===== src/shared/fucs_regs.svh =====
// register offsets, command codes and reset values of the flash sequencer
// Function
// - command 73h is the first unlock step and is recorded as such
// - command 8Ch is the second unlock step and is recorded as such
// - 95h written third, after both unlock codes, starts page erase
// - 63h written third, after both unlock codes, starts mass erase
// - command 5Eh selects block protect register access
// - one address: writes reach the command port, reads the status
// - status readable any time without disturbing a running operation
// - status 000 locked, 001 first, 010 second, 011 unlocked
// - status 100 protect, 101 program, 110 page erase, 111 mass erase
// - status bits 7 to 3 read zero; software writes them zero
// - every reset and stop recovery loads option bits from program memory
// - new option bits take effect only after the next reload
// - option loading completes before system reset is released
// - option configuration registers are not reachable by software
// - user option bits come from the first two program memory bytes
`ifndef FUCS_REGS_SVH
`define FUCS_REGS_SVH

// ----------------------------------------------------------------
// register map
// ----------------------------------------------------------------
`define FUCS_ADDR_CMD      12'h0ff8
`define FUCS_CMD_RESET     8'h00
`define FUCS_STAT_RESET    8'h00
`define FUCS_STAT_LSB      0
`define FUCS_STAT_MSB      2

// ----------------------------------------------------------------
// command codes
// ----------------------------------------------------------------
`define FUCS_CMD_UNLOCK1   8'h73
`define FUCS_CMD_UNLOCK2   8'h8c
`define FUCS_CMD_PAGE_ERS  8'h95
`define FUCS_CMD_MASS_ERS  8'h63
`define FUCS_CMD_BPROT     8'h5e

// ----------------------------------------------------------------
// status codes
// ----------------------------------------------------------------
`define FUCS_ST_LOCKED     3'h0
`define FUCS_ST_FIRST      3'h1
`define FUCS_ST_SECOND     3'h2
`define FUCS_ST_UNLOCKED   3'h3
`define FUCS_ST_BPROT      3'h4
`define FUCS_ST_PROGRAM    3'h5
`define FUCS_ST_PAGE_ERS   3'h6
`define FUCS_ST_MASS_ERS   3'h7

// ----------------------------------------------------------------
// option bits
// ----------------------------------------------------------------
`define FUCS_OPT_ADDR0     16'h0000
`define FUCS_OPT_ADDR1     16'h0001
`define FUCS_OPT_RESET     8'h00

`endif


===== src/shared/fucs_pkg.sv =====
// types shared by the flash sequencer files
package fucs_pkg;

    // gray codes along locked, first, second, unlocked, program
    typedef enum logic [2:0] {
        FUCS_LOCKED   = 3'b000,
        FUCS_FIRST    = 3'b001,
        FUCS_SECOND   = 3'b011,
        FUCS_UNLOCKED = 3'b010,
        FUCS_PROGRAM  = 3'b110,
        FUCS_PAGE_ERS = 3'b111,
        FUCS_MASS_ERS = 3'b101,
        FUCS_BPROT    = 3'b100
    } fucs_seq_e;

    typedef enum logic [1:0] {
        FUCS_OL_BYTE0 = 2'b00,
        FUCS_OL_BYTE1 = 2'b01,
        FUCS_OL_WAIT  = 2'b11,
        FUCS_OL_DONE  = 2'b10
    } fucs_load_e;

endpackage


===== src/verilog/fucs_option_loader.sv =====
// option bit loader run at every reset and stop-mode recovery
`timescale 1ns/1ns
`default_nettype none
`include "fucs_regs.svh"

module fucs_option_loader (
    // clock and reset
    input  wire logic        i_clock,
    input  wire logic        i_rstn,
    input  wire logic        i_stop_recovery,
    // program memory read port, data one cycle after address
    output logic [15:0]      o_pm_addr,
    output logic             o_pm_rd,
    input  wire logic [7:0]  i_pm_rdata,
    // hidden option configuration, not in the register file
    output logic [7:0]       o_opt_cfg0,
    output logic [7:0]       o_opt_cfg1,
    output logic             o_load_done
);

    fucs_pkg::fucs_load_e st_q;
    fucs_pkg::fucs_load_e st_d;
    logic [7:0]           cfg0_q;
    logic [7:0]           cfg1_q;
    logic                 take0;
    logic                 take1;

    // ----------------------------------------------------------------
    // load sequence
    // ----------------------------------------------------------------
    // byte 0 is requested in the first cycle after release and
    // captured while byte 1 is requested
    assign take0 = (st_q == fucs_pkg::FUCS_OL_BYTE1);
    assign take1 = (st_q == fucs_pkg::FUCS_OL_WAIT);

    always_comb begin
        st_d = st_q;
        unique case (st_q)
            fucs_pkg::FUCS_OL_BYTE0: st_d = fucs_pkg::FUCS_OL_BYTE1;
            fucs_pkg::FUCS_OL_BYTE1: st_d = fucs_pkg::FUCS_OL_WAIT;
            fucs_pkg::FUCS_OL_WAIT:  st_d = fucs_pkg::FUCS_OL_DONE;
            fucs_pkg::FUCS_OL_DONE: begin
                if (i_stop_recovery) begin
                    st_d = fucs_pkg::FUCS_OL_BYTE0;
                end
            end
        endcase
    end

    always_ff @(posedge i_clock or negedge i_rstn) begin
        if (!i_rstn) begin
            st_q <= fucs_pkg::FUCS_OL_BYTE0;
        end else begin
            st_q <= st_d;
        end
    end

    // ----------------------------------------------------------------
    // configuration registers
    // ----------------------------------------------------------------
    // written only here, so fresh flash contents wait for a reload
    always_ff @(posedge i_clock or negedge i_rstn) begin
        if (!i_rstn) begin
            cfg0_q <= `FUCS_OPT_RESET;
            cfg1_q <= `FUCS_OPT_RESET;
        end else begin
            if (take0) begin
                cfg0_q <= i_pm_rdata;
            end
            if (take1) begin
                cfg1_q <= i_pm_rdata;
            end
        end
    end

    assign o_pm_rd     = (st_q == fucs_pkg::FUCS_OL_BYTE0) || take0;
    assign o_pm_addr   = take0 ? `FUCS_OPT_ADDR1 : `FUCS_OPT_ADDR0;
    assign o_opt_cfg0  = cfg0_q;
    assign o_opt_cfg1  = cfg1_q;
    assign o_load_done = (st_q == fucs_pkg::FUCS_OL_DONE);

endmodule
`default_nettype wire


===== src/verilog/fucs_sequencer.sv =====
// flash command port, unlock sequencer and status register
`timescale 1ns/1ns
`default_nettype none
`include "fucs_regs.svh"

module fucs_sequencer (
    // clock and reset
    input  wire logic        i_clock,
    input  wire logic        i_rstn,
    input  wire logic        i_stop_recovery,
    // register file port
    input  wire logic [11:0] i_reg_addr,
    input  wire logic        i_reg_wr,
    input  wire logic        i_reg_rd,
    input  wire logic [7:0]  i_reg_wdata,
    output logic [7:0]       o_reg_rdata,
    // flash array side
    input  wire logic        i_prog_req,
    input  wire logic        i_op_done,
    output logic             o_prog_start,
    output logic             o_page_erase_start,
    output logic             o_mass_erase_start,
    output logic             o_bprot_access,
    output logic             o_unlocked,
    // program memory port for option loading
    output logic [15:0]      o_pm_addr,
    output logic             o_pm_rd,
    input  wire logic [7:0]  i_pm_rdata,
    // option configuration and system reset release
    output logic [7:0]       o_opt_cfg0,
    output logic [7:0]       o_opt_cfg1,
    output logic             o_sys_rstn
);

    // ----------------------------------------------------------------
    // declarations
    // ----------------------------------------------------------------
    fucs_pkg::fucs_seq_e st_q;
    fucs_pkg::fucs_seq_e st_d;
    logic [7:0]          rdata_q;
    logic                prog_q;
    logic                page_q;
    logic                mass_q;
    logic                load_done;
    logic                hit;
    logic                cmd_wr;
    logic                stat_rd;
    logic [2:0]          stat_code;
    logic                is_unlock1;
    logic                is_unlock2;
    logic                is_page;
    logic                is_mass;
    logic                is_bprot;
    logic                armed;
    logic                busy;
    logic                go_page;
    logic                go_mass;
    logic                go_prog;

    // ----------------------------------------------------------------
    // option loader
    // ----------------------------------------------------------------
    fucs_option_loader u_loader (
        .i_clock         (i_clock),
        .i_rstn          (i_rstn),
        .i_stop_recovery (i_stop_recovery),
        .o_pm_addr       (o_pm_addr),
        .o_pm_rd         (o_pm_rd),
        .i_pm_rdata      (i_pm_rdata),
        .o_opt_cfg0      (o_opt_cfg0),
        .o_opt_cfg1      (o_opt_cfg1),
        .o_load_done     (load_done)
    );

    // the cpu stays in reset until both option bytes are in place
    assign o_sys_rstn = load_done;

    // ----------------------------------------------------------------
    // address decode
    // ----------------------------------------------------------------
    // one shared address: direction alone picks port or status
    assign hit     = (i_reg_addr == `FUCS_ADDR_CMD);
    assign cmd_wr  = hit && i_reg_wr && load_done;
    assign stat_rd = hit && i_reg_rd;

    // ----------------------------------------------------------------
    // command decode
    // ----------------------------------------------------------------
    assign is_unlock1 = (i_reg_wdata == `FUCS_CMD_UNLOCK1);
    assign is_unlock2 = (i_reg_wdata == `FUCS_CMD_UNLOCK2);
    assign is_page    = (i_reg_wdata == `FUCS_CMD_PAGE_ERS);
    assign is_mass    = (i_reg_wdata == `FUCS_CMD_MASS_ERS);
    assign is_bprot   = (i_reg_wdata == `FUCS_CMD_BPROT);

    assign armed = (st_q == fucs_pkg::FUCS_SECOND)
                || (st_q == fucs_pkg::FUCS_UNLOCKED);
    assign busy  = (st_q == fucs_pkg::FUCS_PROGRAM)
                || (st_q == fucs_pkg::FUCS_PAGE_ERS)
                || (st_q == fucs_pkg::FUCS_MASS_ERS);

    assign go_page = cmd_wr && armed && is_page;
    assign go_mass = cmd_wr && armed && is_mass;
    // a command write in the same cycle wins over a program request
    assign go_prog = !cmd_wr && armed && i_prog_req;

    // ----------------------------------------------------------------
    // sequencer
    // ----------------------------------------------------------------
    // command writes during a running operation are ignored so that
    // an erase cannot be cut short from software
    always_comb begin
        st_d = st_q;
        unique case (st_q)
            fucs_pkg::FUCS_LOCKED: begin
                if (cmd_wr && is_unlock1) begin
                    st_d = fucs_pkg::FUCS_FIRST;
                end else if (cmd_wr && is_bprot) begin
                    st_d = fucs_pkg::FUCS_BPROT;
                end
            end
            fucs_pkg::FUCS_FIRST: begin
                if (cmd_wr && is_unlock2) begin
                    st_d = fucs_pkg::FUCS_SECOND;
                end else if (cmd_wr) begin
                    st_d = fucs_pkg::FUCS_LOCKED;
                end
            end
            fucs_pkg::FUCS_SECOND,
            fucs_pkg::FUCS_UNLOCKED: begin
                if (go_page) begin
                    st_d = fucs_pkg::FUCS_PAGE_ERS;
                end else if (go_mass) begin
                    st_d = fucs_pkg::FUCS_MASS_ERS;
                end else if (cmd_wr) begin
                    st_d = fucs_pkg::FUCS_LOCKED;
                end else if (go_prog) begin
                    st_d = fucs_pkg::FUCS_PROGRAM;
                end
            end
            fucs_pkg::FUCS_BPROT: begin
                if (cmd_wr && !is_bprot) begin
                    st_d = fucs_pkg::FUCS_LOCKED;
                end
            end
            fucs_pkg::FUCS_PROGRAM: begin
                // stays open for the next byte of the same page
                if (i_op_done) begin
                    st_d = fucs_pkg::FUCS_UNLOCKED;
                end
            end
            fucs_pkg::FUCS_PAGE_ERS,
            fucs_pkg::FUCS_MASS_ERS: begin
                if (i_op_done) begin
                    st_d = fucs_pkg::FUCS_LOCKED;
                end
            end
        endcase
    end

    always_ff @(posedge i_clock or negedge i_rstn) begin
        if (!i_rstn) begin
            st_q <= fucs_pkg::FUCS_LOCKED;
        end else if (i_stop_recovery) begin
            st_q <= fucs_pkg::FUCS_LOCKED;
        end else begin
            st_q <= st_d;
        end
    end

    // ----------------------------------------------------------------
    // start pulses
    // ----------------------------------------------------------------
    always_ff @(posedge i_clock or negedge i_rstn) begin
        if (!i_rstn) begin
            prog_q <= 1'b0;
            page_q <= 1'b0;
            mass_q <= 1'b0;
        end else begin
            prog_q <= go_prog && !i_stop_recovery;
            page_q <= go_page && !i_stop_recovery;
            mass_q <= go_mass && !i_stop_recovery;
        end
    end

    assign o_prog_start       = prog_q;
    assign o_page_erase_start = page_q;
    assign o_mass_erase_start = mass_q;
    assign o_bprot_access     = (st_q == fucs_pkg::FUCS_BPROT);
    assign o_unlocked         = armed;

    // ----------------------------------------------------------------
    // status register
    // ----------------------------------------------------------------
    always_comb begin
        stat_code = `FUCS_ST_LOCKED;
        unique case (st_q)
            fucs_pkg::FUCS_LOCKED:   stat_code = `FUCS_ST_LOCKED;
            fucs_pkg::FUCS_FIRST:    stat_code = `FUCS_ST_FIRST;
            fucs_pkg::FUCS_SECOND:   stat_code = `FUCS_ST_SECOND;
            fucs_pkg::FUCS_UNLOCKED: stat_code = `FUCS_ST_UNLOCKED;
            fucs_pkg::FUCS_BPROT:    stat_code = `FUCS_ST_BPROT;
            fucs_pkg::FUCS_PROGRAM:  stat_code = `FUCS_ST_PROGRAM;
            fucs_pkg::FUCS_PAGE_ERS: stat_code = `FUCS_ST_PAGE_ERS;
            fucs_pkg::FUCS_MASS_ERS: stat_code = `FUCS_ST_MASS_ERS;
        endcase
    end

    // reads only sample state; nothing in the sequencer looks at them,
    // and the hidden option bytes never appear on this path
    always_ff @(posedge i_clock or negedge i_rstn) begin
        if (!i_rstn) begin
            rdata_q <= `FUCS_STAT_RESET;
        end else if (stat_rd) begin
            rdata_q <= {5'h00, stat_code};
        end else begin
            rdata_q <= `FUCS_STAT_RESET;
        end
    end

    assign o_reg_rdata = rdata_q;

endmodule
`default_nettype wire

===== config.mk =====
export PLATFORM = sky130hd
export DESIGN_NAME = fucs_sequencer
export DESIGN_NICKNAME = d
export VERILOG_FILES = /design/src/shared/fucs_pkg.sv /design/src/verilog/fucs_option_loader.sv /design/src/verilog/fucs_sequencer.sv
export VERILOG_INCLUDE_DIRS = /design/src /design/src/shared
export SDC_FILE = /design/constraint.sdc
export NUM_CORES = 1
export LEC_CHECK = 0
export BUFFER_PORTS_ARGS = -buffer_cell sky130_fd_sc_hd__clkbuf_2
export CAP_MARGIN = 20
export CORE_MARGIN = 5
export CORE_UTILIZATION = 25
export CTS_CLUSTER_DIAMETER = 80
export DETAILED_ROUTE_END_ITERATION = 10
export GPL_TIMING_DRIVEN = 0
export PLACE_DENSITY_LB_ADDON = 0.2
export SLEW_MARGIN = 25
export SYNTH_ARGS = -nofsm -noshare
export SYNTH_HDL_FRONTEND = slang
export SYNTH_HIERARCHICAL = 1
export SYNTH_SLANG_ARGS = --single-unit

===== constraint.sdc =====
create_clock -name i_clock -period 2.9 [get_ports i_clock]
set_input_delay 0.145 -clock i_clock [delete_from_list [all_inputs] [get_ports i_clock]]
set_output_delay 0.145 -clock i_clock [all_outputs]
set_load 0.02 [all_outputs]

== Word-level counts from Yosys, hierarchy flattened ==
Memories as Yosys holds them, arrays and structs flattened.
Index checks and enable logic that the tools add are counted.
Widths: inputs -> output; s select.
Word-level totals
  memories kept: 1
  ROM bits: 24
  input bits: 35
  register bits: 32
Cells by class
  equal/unequal tests: 23
  reductions and logical operators: 25
  multiplexer cells: 17
Memory list
  (no name shown): depth 8, bits a word 3, read ports 1, clocked after Yosys merged registers in 0, wr ports 0, RTL line fucs_sequencer.sv:196  | unique case (st_q)
Operators by type and width (number)
  $mux 3: 13
  $eq 8x7->1 const B: 3
  $pmux 3 s6: 1
  $eq 8x8->1 const B: 2
  $logic_and 1x1->1: 15
  $eq 12x12->1 const B: 1
  $eq 3x3->1 const B: 4
  $ne 4x4->1 const B: 2
  $pmux 2 s4: 1
  $eq 3x2->1 const B: 2
  $ne 3x3->1 const B: 2
  $ne 6x6->1 const B: 1
  $reduce_and 6->1: 1
  $eq 2x2->1 const B: 2
  $reduce_or 2->1: 2
  $eq 3x1->1 const B: 1
  $logic_not 1->1: 3
  $logic_not 3->1: 1
  $ne 3x2->1 const B: 1
  $eq 2x1->1 const B: 1
  $logic_not 2->1: 1
  $logic_or 1x1->1: 2
  $mux 2: 1
  $ne 2x2->1 const B: 1
  $mux 1: 1

== Logic depth before layout (Yosys ltp) ==
Gate-level depths: netlist of run 1.
  depth after elaboration: 12
  gate-level depth with buffers: 7

== Modules after synthesis ==
Netlist of run 1, hierarchy kept.
By module, submodules not included
  fucs_option_loader: instances 1, sequential area each 450.4 µm², cells an instance 59, area an instance 830.8 µm²
  fucs_sequencer: instances 1, sequential area each 225.2 µm², cells an instance 79, area an instance 808.3 µm²

== Worst setup path after synthesis of run 1 ==
Ideal clock, no wire load.
  path kind: register to register
  start point: reg u_loader.st_q[1]
  end point: reg st_q[0] (netlist name)
  stages on the path, launching flop included: 8
  library setup time: 127 ps
  slack: 966 ps
  clock period less this slack: 1934 ps
  buffers on the path: 0
  arrival time: 1807 ps
  path through: dfrtp_1 inv_1 nor2_1 nand2_1 nor4_4 a211o_2 nand2_2 mux2_1
RTL lines
  start: declaration: RTL line fucs_option_loader.sv:21  | fucs_pkg::fucs_load_e st_q;
  start signal: assignment: RTL line fucs_option_loader.sv:52  | st_q <= fucs_pkg::FUCS_OL_BYTE0;
  start signal: assignment: RTL line fucs_option_loader.sv:54  | st_q <= st_d;

==> impl_metrics.tcl, run 1 <==
set metrics [dict create \
    critPathTopFamily "compound AO/OA/AOI/OAI gates" \
    setup_tns_ns 0 \
    ioPinCount 82 \
    dieArea_um2 8280 \
    period_needed_ns 2.04 \
    ir_drop_mv 0.464 \
    clkSlewWorstSetupHoldPaths_ns 0.09 \
    syn_avg_cell_area_um2 11.9 \
    syn_to_final_growth_pct 32.0 \
    utilization 0.341 \
    critical-path-max-stage-delay_ns 0.43 \
    port_buffers 61 \
    yosysSeqAreaShare 0.412 \
    setup_slack_ns 0.862 \
    reg2reg_depth 7 \
    die_w_um 91.0 \
    cts_tree "yes" \
    p_int_mw 1.00 \
    total_power_mw 1.64 \
    place.gp.congestion 0.728 \
    cp.required_ns 3.06 \
    htree_levels 1 \
    post_cts_buffers 0 \
    crit_cells 7 \
    maxSlewHeadroom 0.556 \
    drt-initial-drc-count 27 \
    synth.cell_area_um2 1640 \
    cp-end-kind "flop" \
    drt-vias-per-instance 4.13 \
    via_count 1235 \
    path_buf_inv 1 \
    clock_latency_ns 0.27 \
    cp_slowest_cell "dfrtp_1" \
    status "complete, no violations" \
    synth_seq_cells 27 \
    grt_pass1_wl_um 6270 \
    firstDrtPassIters 4 \
    crit_type "flop to flop" \
    p_switching_uw 632 \
    initial_core_util 0.258 \
    core-area_um2 6350 \
    p_sw_frac 0.386 \
    clockBufferDepth 2 \
    grtUsageTotal 0.0891 \
    syn_inst 138 \
    cts_made_buffers 3 \
    dpl_worst_slack_ns 0.858 \
    dieHeight_um 91.0 \
    post-route-period-util 0.703 \
    finalInstanceArea_um2 2160 \
    final-setup-viol-count 0 \
    slew_viol_final 0 \
    hp-class "primary input to flop" \
    dpl.hpwl_um 3010 \
    layout-drive-gt1-share 0.523 \
    worstPathArrival_ns 2.19 \
    power_frac_clock 0.129 \
    ys_warn_count 6 \
    fin_skew_ns 0.00175 \
    gr-total-overflow 0 \
    tightest_slew_ns 0.666 \
    drv_cap 0 \
    floorplan.rows 29 \
    path_cells "inv_1 > ha_1 > o21bai_1 > o211a_1 > a211o_2 > nand2_2 > mux2_1" \
    rsz0062_at_grt "false" \
    hold_depth 2 \
    fmax_ghz 0.491 \
    remaining_drc_errors 0 \
    cts_resized 0 \
    power_frac_seq 0.361 \
    diodes 0 \
    grt_max_degree 28 \
    wl_per_cell_um 12.2 \
    p_leak_nw 1.16 \
    antenna_found_initial 0 \
    crit_path_max_fanout 6 \
    cts-root-buf "clkbuf_8" \
    p_comb_frac 0.510 \
    ys_types 44 \
    antenna_left 0 \
    cp-start-kind "flop" \
    placed_cell_area_um2 2110 \
    power_density_nw_per_um2 756 \
    grt_pass1_vias 1298 \
    hold_viol 0 \
    clock-sinks 27 \
    nets 262 \
    wl_um 3640 \
]
==> worst paths after layout <==
| kind | slack [ns] | endpoint | from |
|---|---|---|---|
| setup / recovery | 0.86 | st_q[2]$_DFFE_PN0P_ | st_q[0]$_DFFE_PN0P_ |
| hold / removal | 0.12 | u_loader/o_opt_cfg0[2]$_DFFE_PN0N_ | i_pm_rdata[2] |
| setup reg to reg | 0.86 | st_q[2]$_DFFE_PN0P_ | st_q[0]$_DFFE_PN0P_ |
| hold reg to reg | 0.49 | u_loader/st_q[0]$_DFFE_PN0P_ | u_loader/st_q[1]$_DFFE_PN0P_ |
| max in group asynchronous | 2.04 | st_q[0]$_DFFE_PN0P_ | i_rstn |
| min in group asynchronous | 0.44 | u_loader/o_opt_cfg0[1]$_DFFE_PN0N_ | i_rstn |
==> layout make-up <==
cell class | instances | area (um2)
Buffer | 23 | 180
Sequential cell | 27 | 676
Tap cell | 77 | 96.3
Timing Repair Buffer | 62 | 315
Multi-Input combinational cell | 97 | 817
Clock buffer | 4 | 45.0
Fill cell | 680 | 4190
Inverter | 9 | 33.8
==> logic make-up (layout without fill, tap and decap cells) <==
kind of cell | count (synthesis) | after routing | share of synthesized area
adder cells (fa/ha/maj) | 4 | 4 | 0.0305
AND/OR/NAND/NOR | 40 | 40 | 0.201
other | 2 | 20 | 0.00458
buffers and inverters | 32 | 98 | 0.131
multiplexers | 21 | 21 | 0.161
AO/OA/AOI/OAI | 12 | 12 | 0.0603
flip-flops | 27 | 27 | 0.412
==> Yosys cell counts (all sizes together) <==
| cell | n | area share |
|---|---|---|
| nor2b | 1 | 0.0038 |
| nor3 | 1 | 0.0031 |
| mux2i | 2 | 0.012 |
| o31ai | 1 | 0.0046 |
| inv | 9 | 0.021 |
| and4b | 1 | 0.0061 |
| nor3b | 2 | 0.0092 |
| a2111o | 1 | 0.0069 |
| nand2b | 3 | 0.013 |
| o21ai | 1 | 0.0031 |
| nor4b | 1 | 0.0053 |
| or3 | 1 | 0.0038 |
| buf | 23 | 0.11 |
| nand3 | 2 | 0.0061 |
| mux2 | 19 | 0.15 |
| or3b | 1 | 0.0053 |
| nor4 | 4 | 0.024 |
| o21bai | 2 | 0.0092 |
| nor2 | 4 | 0.0092 |
| nand4b | 2 | 0.020 |
| a311oi | 1 | 0.0053 |
| a31oi | 2 | 0.0076 |
| and2 | 3 | 0.012 |
| o211a | 1 | 0.0061 |
| nand2 | 6 | 0.017 |
| conb | 2 | 0.0046 |
| ha | 4 | 0.031 |
| nor4bb | 1 | 0.0061 |
| nand4 | 4 | 0.024 |
| and4bb | 2 | 0.015 |
| nand4bb | 1 | 0.017 |
| a32o | 1 | 0.0061 |
| dfrtp | 27 | 0.41 |
| a211o | 1 | 0.0061 |
| a32oi | 1 | 0.0053 |
==> metal layers <==
layer | GRT usage | share of wire | vias up
li1 | - | - | 618
met4 | 0.0183 | 0 | 0
met2 | 0.141 | 0.45 | 56
met5 | 0 | 0 | -
met3 | 0.0314 | 0.095 | 0
met1 | 0.118 | 0.46 | 561
==> stage by stage <==
stage               std cells  hold slack [ns]
detailed placement        294            0.234
global placement          294            0.226
floorplan                 156           -0.151
finish                    299            0.118
CTS                       299            0.108
global route              299            0.103
==> cells in the final DEF (no fill, tap or decap), drive strengths merged <==
| cell type | count |
|---|---|
| mux2i | 2 |
| a31oi | 2 |
| nand4 | 4 |
| and4bb | 2 |
| nor4bb | 1 |
| nor3b | 2 |
| mux2 | 19 |
| ha | 4 |
| clkbuf | 65 |
| inv | 9 |
| dfrtp | 27 |
| conb | 20 |
| o31ai | 1 |
| nand3 | 2 |
| nor4 | 4 |
| and2 | 3 |
| a2111o | 1 |
| o21ai | 1 |
| buf | 23 |
| nor4b | 1 |
| a32oi | 1 |
| o21bai | 2 |
| nand4b | 2 |
| and4b | 1 |
| a32o | 1 |
| nor2b | 1 |
| dlygate4sd3 | 1 |
| o211a | 1 |
| a211o | 1 |
| a311oi | 1 |
| nand2b | 3 |
| nand2 | 6 |
| nand4bb | 1 |
| or3b | 1 |
| nor2 | 4 |
| nor3 | 1 |
| or3 | 1 |
==> power groups by stage <==
stage / clock network (mW) / logic, mW / registers [mW]
final: 0.211 / 0.835 / 0.590
after global routing: 0.244 / 0.904 / 0.608
after CTS: 0.227 / 0.851 / 0.591
after detailed placement: 0 / 0.847 / 0.598
after global placement: 0 / 0.839 / 0.599
after floorplan: 0 / 0.455 / 0.733
==> repair_timing <==
item | CTS | global route
endpoints found under the hold margin | 27 | 0
hold buffers | 1 | 0
setup endpoints to repair | 0 | 0
==> state kept, by name (all words and copies together) (netlist names) <==
| register | flops |
|---|---|
| u_loader/o_opt_cfg0 | 8 |
| o_reg_rdata | 3 |
| o_page_erase_start | 1 |
| o_mass_erase_start | 1 |
| st_q | 3 |
| o_prog_start | 1 |
| u_loader/st_q | 2 |
| u_loader/o_opt_cfg1 | 8 |
No activity file was read; power rests on OpenSTA's default activity.
==> run 2, diff against run 1 <==
- clock period: 2.9 -> 1.9 ns (I/O delays scaled with it)
==> impl_metrics.tcl, run 2 (synthesis results as in run 1) <==
set metrics [dict create \
    antenna_left 0 \
    p_leak_nw 1.21 \
    tightest_slew_ns 0.666 \
    fillerInstances 660 \
    ir_drop_mv 0.678 \
    hp-start "i_pm_rdata[7]" \
    diodes 0 \
    final_cell_mix "clkbuf_2 (61), buf_4 (26), dfrtp_1 (25)" \
    fmax_ghz 0.540 \
    layout-drive-gt1-share 0.605 \
    placed_cell_area_um2 2110 \
    remaining_drc_errors 0 \
    antenna_found_initial 0 \
    worstPathArrival_ns 2.02 \
    drt-initial-drc-count 25 \
    nets 268 \
    hold_viol 0 \
    ioPinCount 82 \
    syn_to_final_growth_pct 41.5 \
    p_sw_frac 0.389 \
    cts_made_buffers 3 \
    htree_levels 1 \
    hold_end "u_loader/o_opt_cfg0[7]$_DFFE_PN0N_" \
    dpl.hpwl_um 2980 \
    reg2reg_depth 8 \
    crit_type "flop to flop" \
    crit_path_max_fanout 5 \
    wl_um 3800 \
    p_int_mw 1.57 \
    final-setup-viol-count 0 \
    power_frac_seq 0.351 \
    clock_latency_ns 0.27 \
    cp.required_ns 2.07 \
    timing.rr.start "st_q[0]$_DFFE_PN0P_" \
    dieArea_um2 8280 \
    clkSlewWorstSetupHoldPaths_ns 0.10 \
    maxSlewHeadroom 0.556 \
    via_count 1284 \
    place.gp.congestion 0.758 \
    dieHeight_um 91.0 \
    setup_slack_ns 0.0468 \
    grtUsageTotal 0.0870 \
    drt-vias-per-instance 4.21 \
    wl_per_cell_um 12.5 \
    die_w_um 91.0 \
    cp-end-kind "flop" \
    total_power_mw 2.56 \
    floorplan.rows 29 \
    reg2reg_to "st_q[0]$_DFFE_PN0P_" \
    initial_core_util 0.258 \
    drv_cap 0 \
    r2r_setup_slack_ns 0.05 \
    core-area_um2 6350 \
    cp-start-kind "flop" \
    grt_max_degree 28 \
    p_switching_uw 998 \
    clockBufferDepth 2 \
    grt_pass1_vias 1358 \
    port_buffers 61 \
    final_common_cell "clkbuf_2" \
    firstDrtPassIters 4 \
    slew_viol_final 0 \
    dpl_worst_slack_ns -0.122 \
    rsz0062_at_grt "true" \
    finalInstanceArea_um2 2320 \
    gr-total-overflow 0 \
    status "complete, no violations" \
    clock-sinks 27 \
    p_comb_frac 0.520 \
    fin_skew_ns 0.00373 \
    hold_depth 2 \
    hp-class "primary input to flop" \
    period_needed_ns 1.85 \
    cts_tree "yes" \
    cts-root-buf "clkbuf_8" \
    post-route-period-util 0.975 \
    power_density_nw_per_um2 1110 \
    power_frac_clock 0.129 \
    grt_pass1_wl_um 6180 \
]
[run 2: how the worst max path moves through the flow]
| stage | startpoint | end | slack, ns | depth (start not counted) |
|---|---|---|---|---|
| floorplan | st_q[0]$_DFFE_PN0P_ | st_q[0]$_DFFE_PN0P_ | 0.06 | 7 |
| global placement | st_q[0]$_DFFE_PN0P_ | st_q[0]$_DFFE_PN0P_ | -0.12 | 7 |
| detailed placement | st_q[0]$_DFFE_PN0P_ | st_q[0]$_DFFE_PN0P_ | -0.12 | 7 |
| CTS | st_q[1]$_DFFE_PN0P_ | st_q[0]$_DFFE_PN0P_ | 0.01 | 6 |
| global route | st_q[0]$_DFFE_PN0P_ | st_q[0]$_DFFE_PN0P_ | -0.03 | 8 |
| finish | st_q[0]$_DFFE_PN0P_ | st_q[0]$_DFFE_PN0P_ | 0.05 | 8 |
[run 2: critical path, cell delays in order, from the launching register on]
cell and delay (ns):
dfrtp_2 0.46, inv_2 0.10, buf_6 0.10, ha_4 0.15
and2_4 0.14, nand3_1 0.06, a211o_2 0.33, nand2_4 0.09
mux2_4 0.30
[run 2: through the flow]
| stage | hold slack [ns] | TNS, ns | util | cells |
|---|---|---|---|---|
| after floorplan | -0.201 | 0 | - | 156 |
| after global placement | 0.175 | -0.289 | 0.332 | 294 |
| after detailed placement | 0.170 | -0.271 | 0.332 | 294 |
| after CTS | 0.0578 | 0 | 0.345 | 301 |
| after global routing | 0.0572 | -0.0670 | 0.365 | 305 |
| final | 0.0641 | 0 | 0.365 | 305 |
[run 2: power groups by stage]
| stage | sequential [mW] | combinational, mW | clock, mW |
|---|---|---|---|
| after floorplan | 1.12 | 0.699 | 0 |
| after global placement | 0.917 | 1.28 | 0 |
| after detailed placement | 0.913 | 1.29 | 0 |
| after CTS | 0.901 | 1.30 | 0.343 |
| after global routing | 0.932 | 1.43 | 0.368 |
| final | 0.900 | 1.33 | 0.331 |
[run 2: repair_timing]
action,4_1_cts,5_1_grt
pin swaps,0,7
gates resized for setup,5,18
endpoints found under the hold margin,27,0
buffers inserted,2,4
setup endpoints to repair,3,2
hold buffers,1,0
gates cloned,0,0
[run 2: area by class of cell]
type,instances,area (um2),share of cell area
flip-flops and latches,27,678,0.292
well taps,77,96.3,0.0415
clock buffers,3,41.3,0.0178
repair buffers,68,364,0.157
inverters,9,33.8,0.0146
plain buffers,23,180,0.0777
clock inverters,1,5.00,0.00216
multi-input cells,97,921,0.397
[run 2: routing by layer]
metal | wire [um] | up-vias | global-route usage
met4 | 15 | 0 | 0.0147
met2 | 1690 | 61 | 0.138
met3 | 350 | 2 | 0.0322
met1 | 1750 | 591 | 0.116
met5 | 0 | - | 0
li1 | - | 630 | -
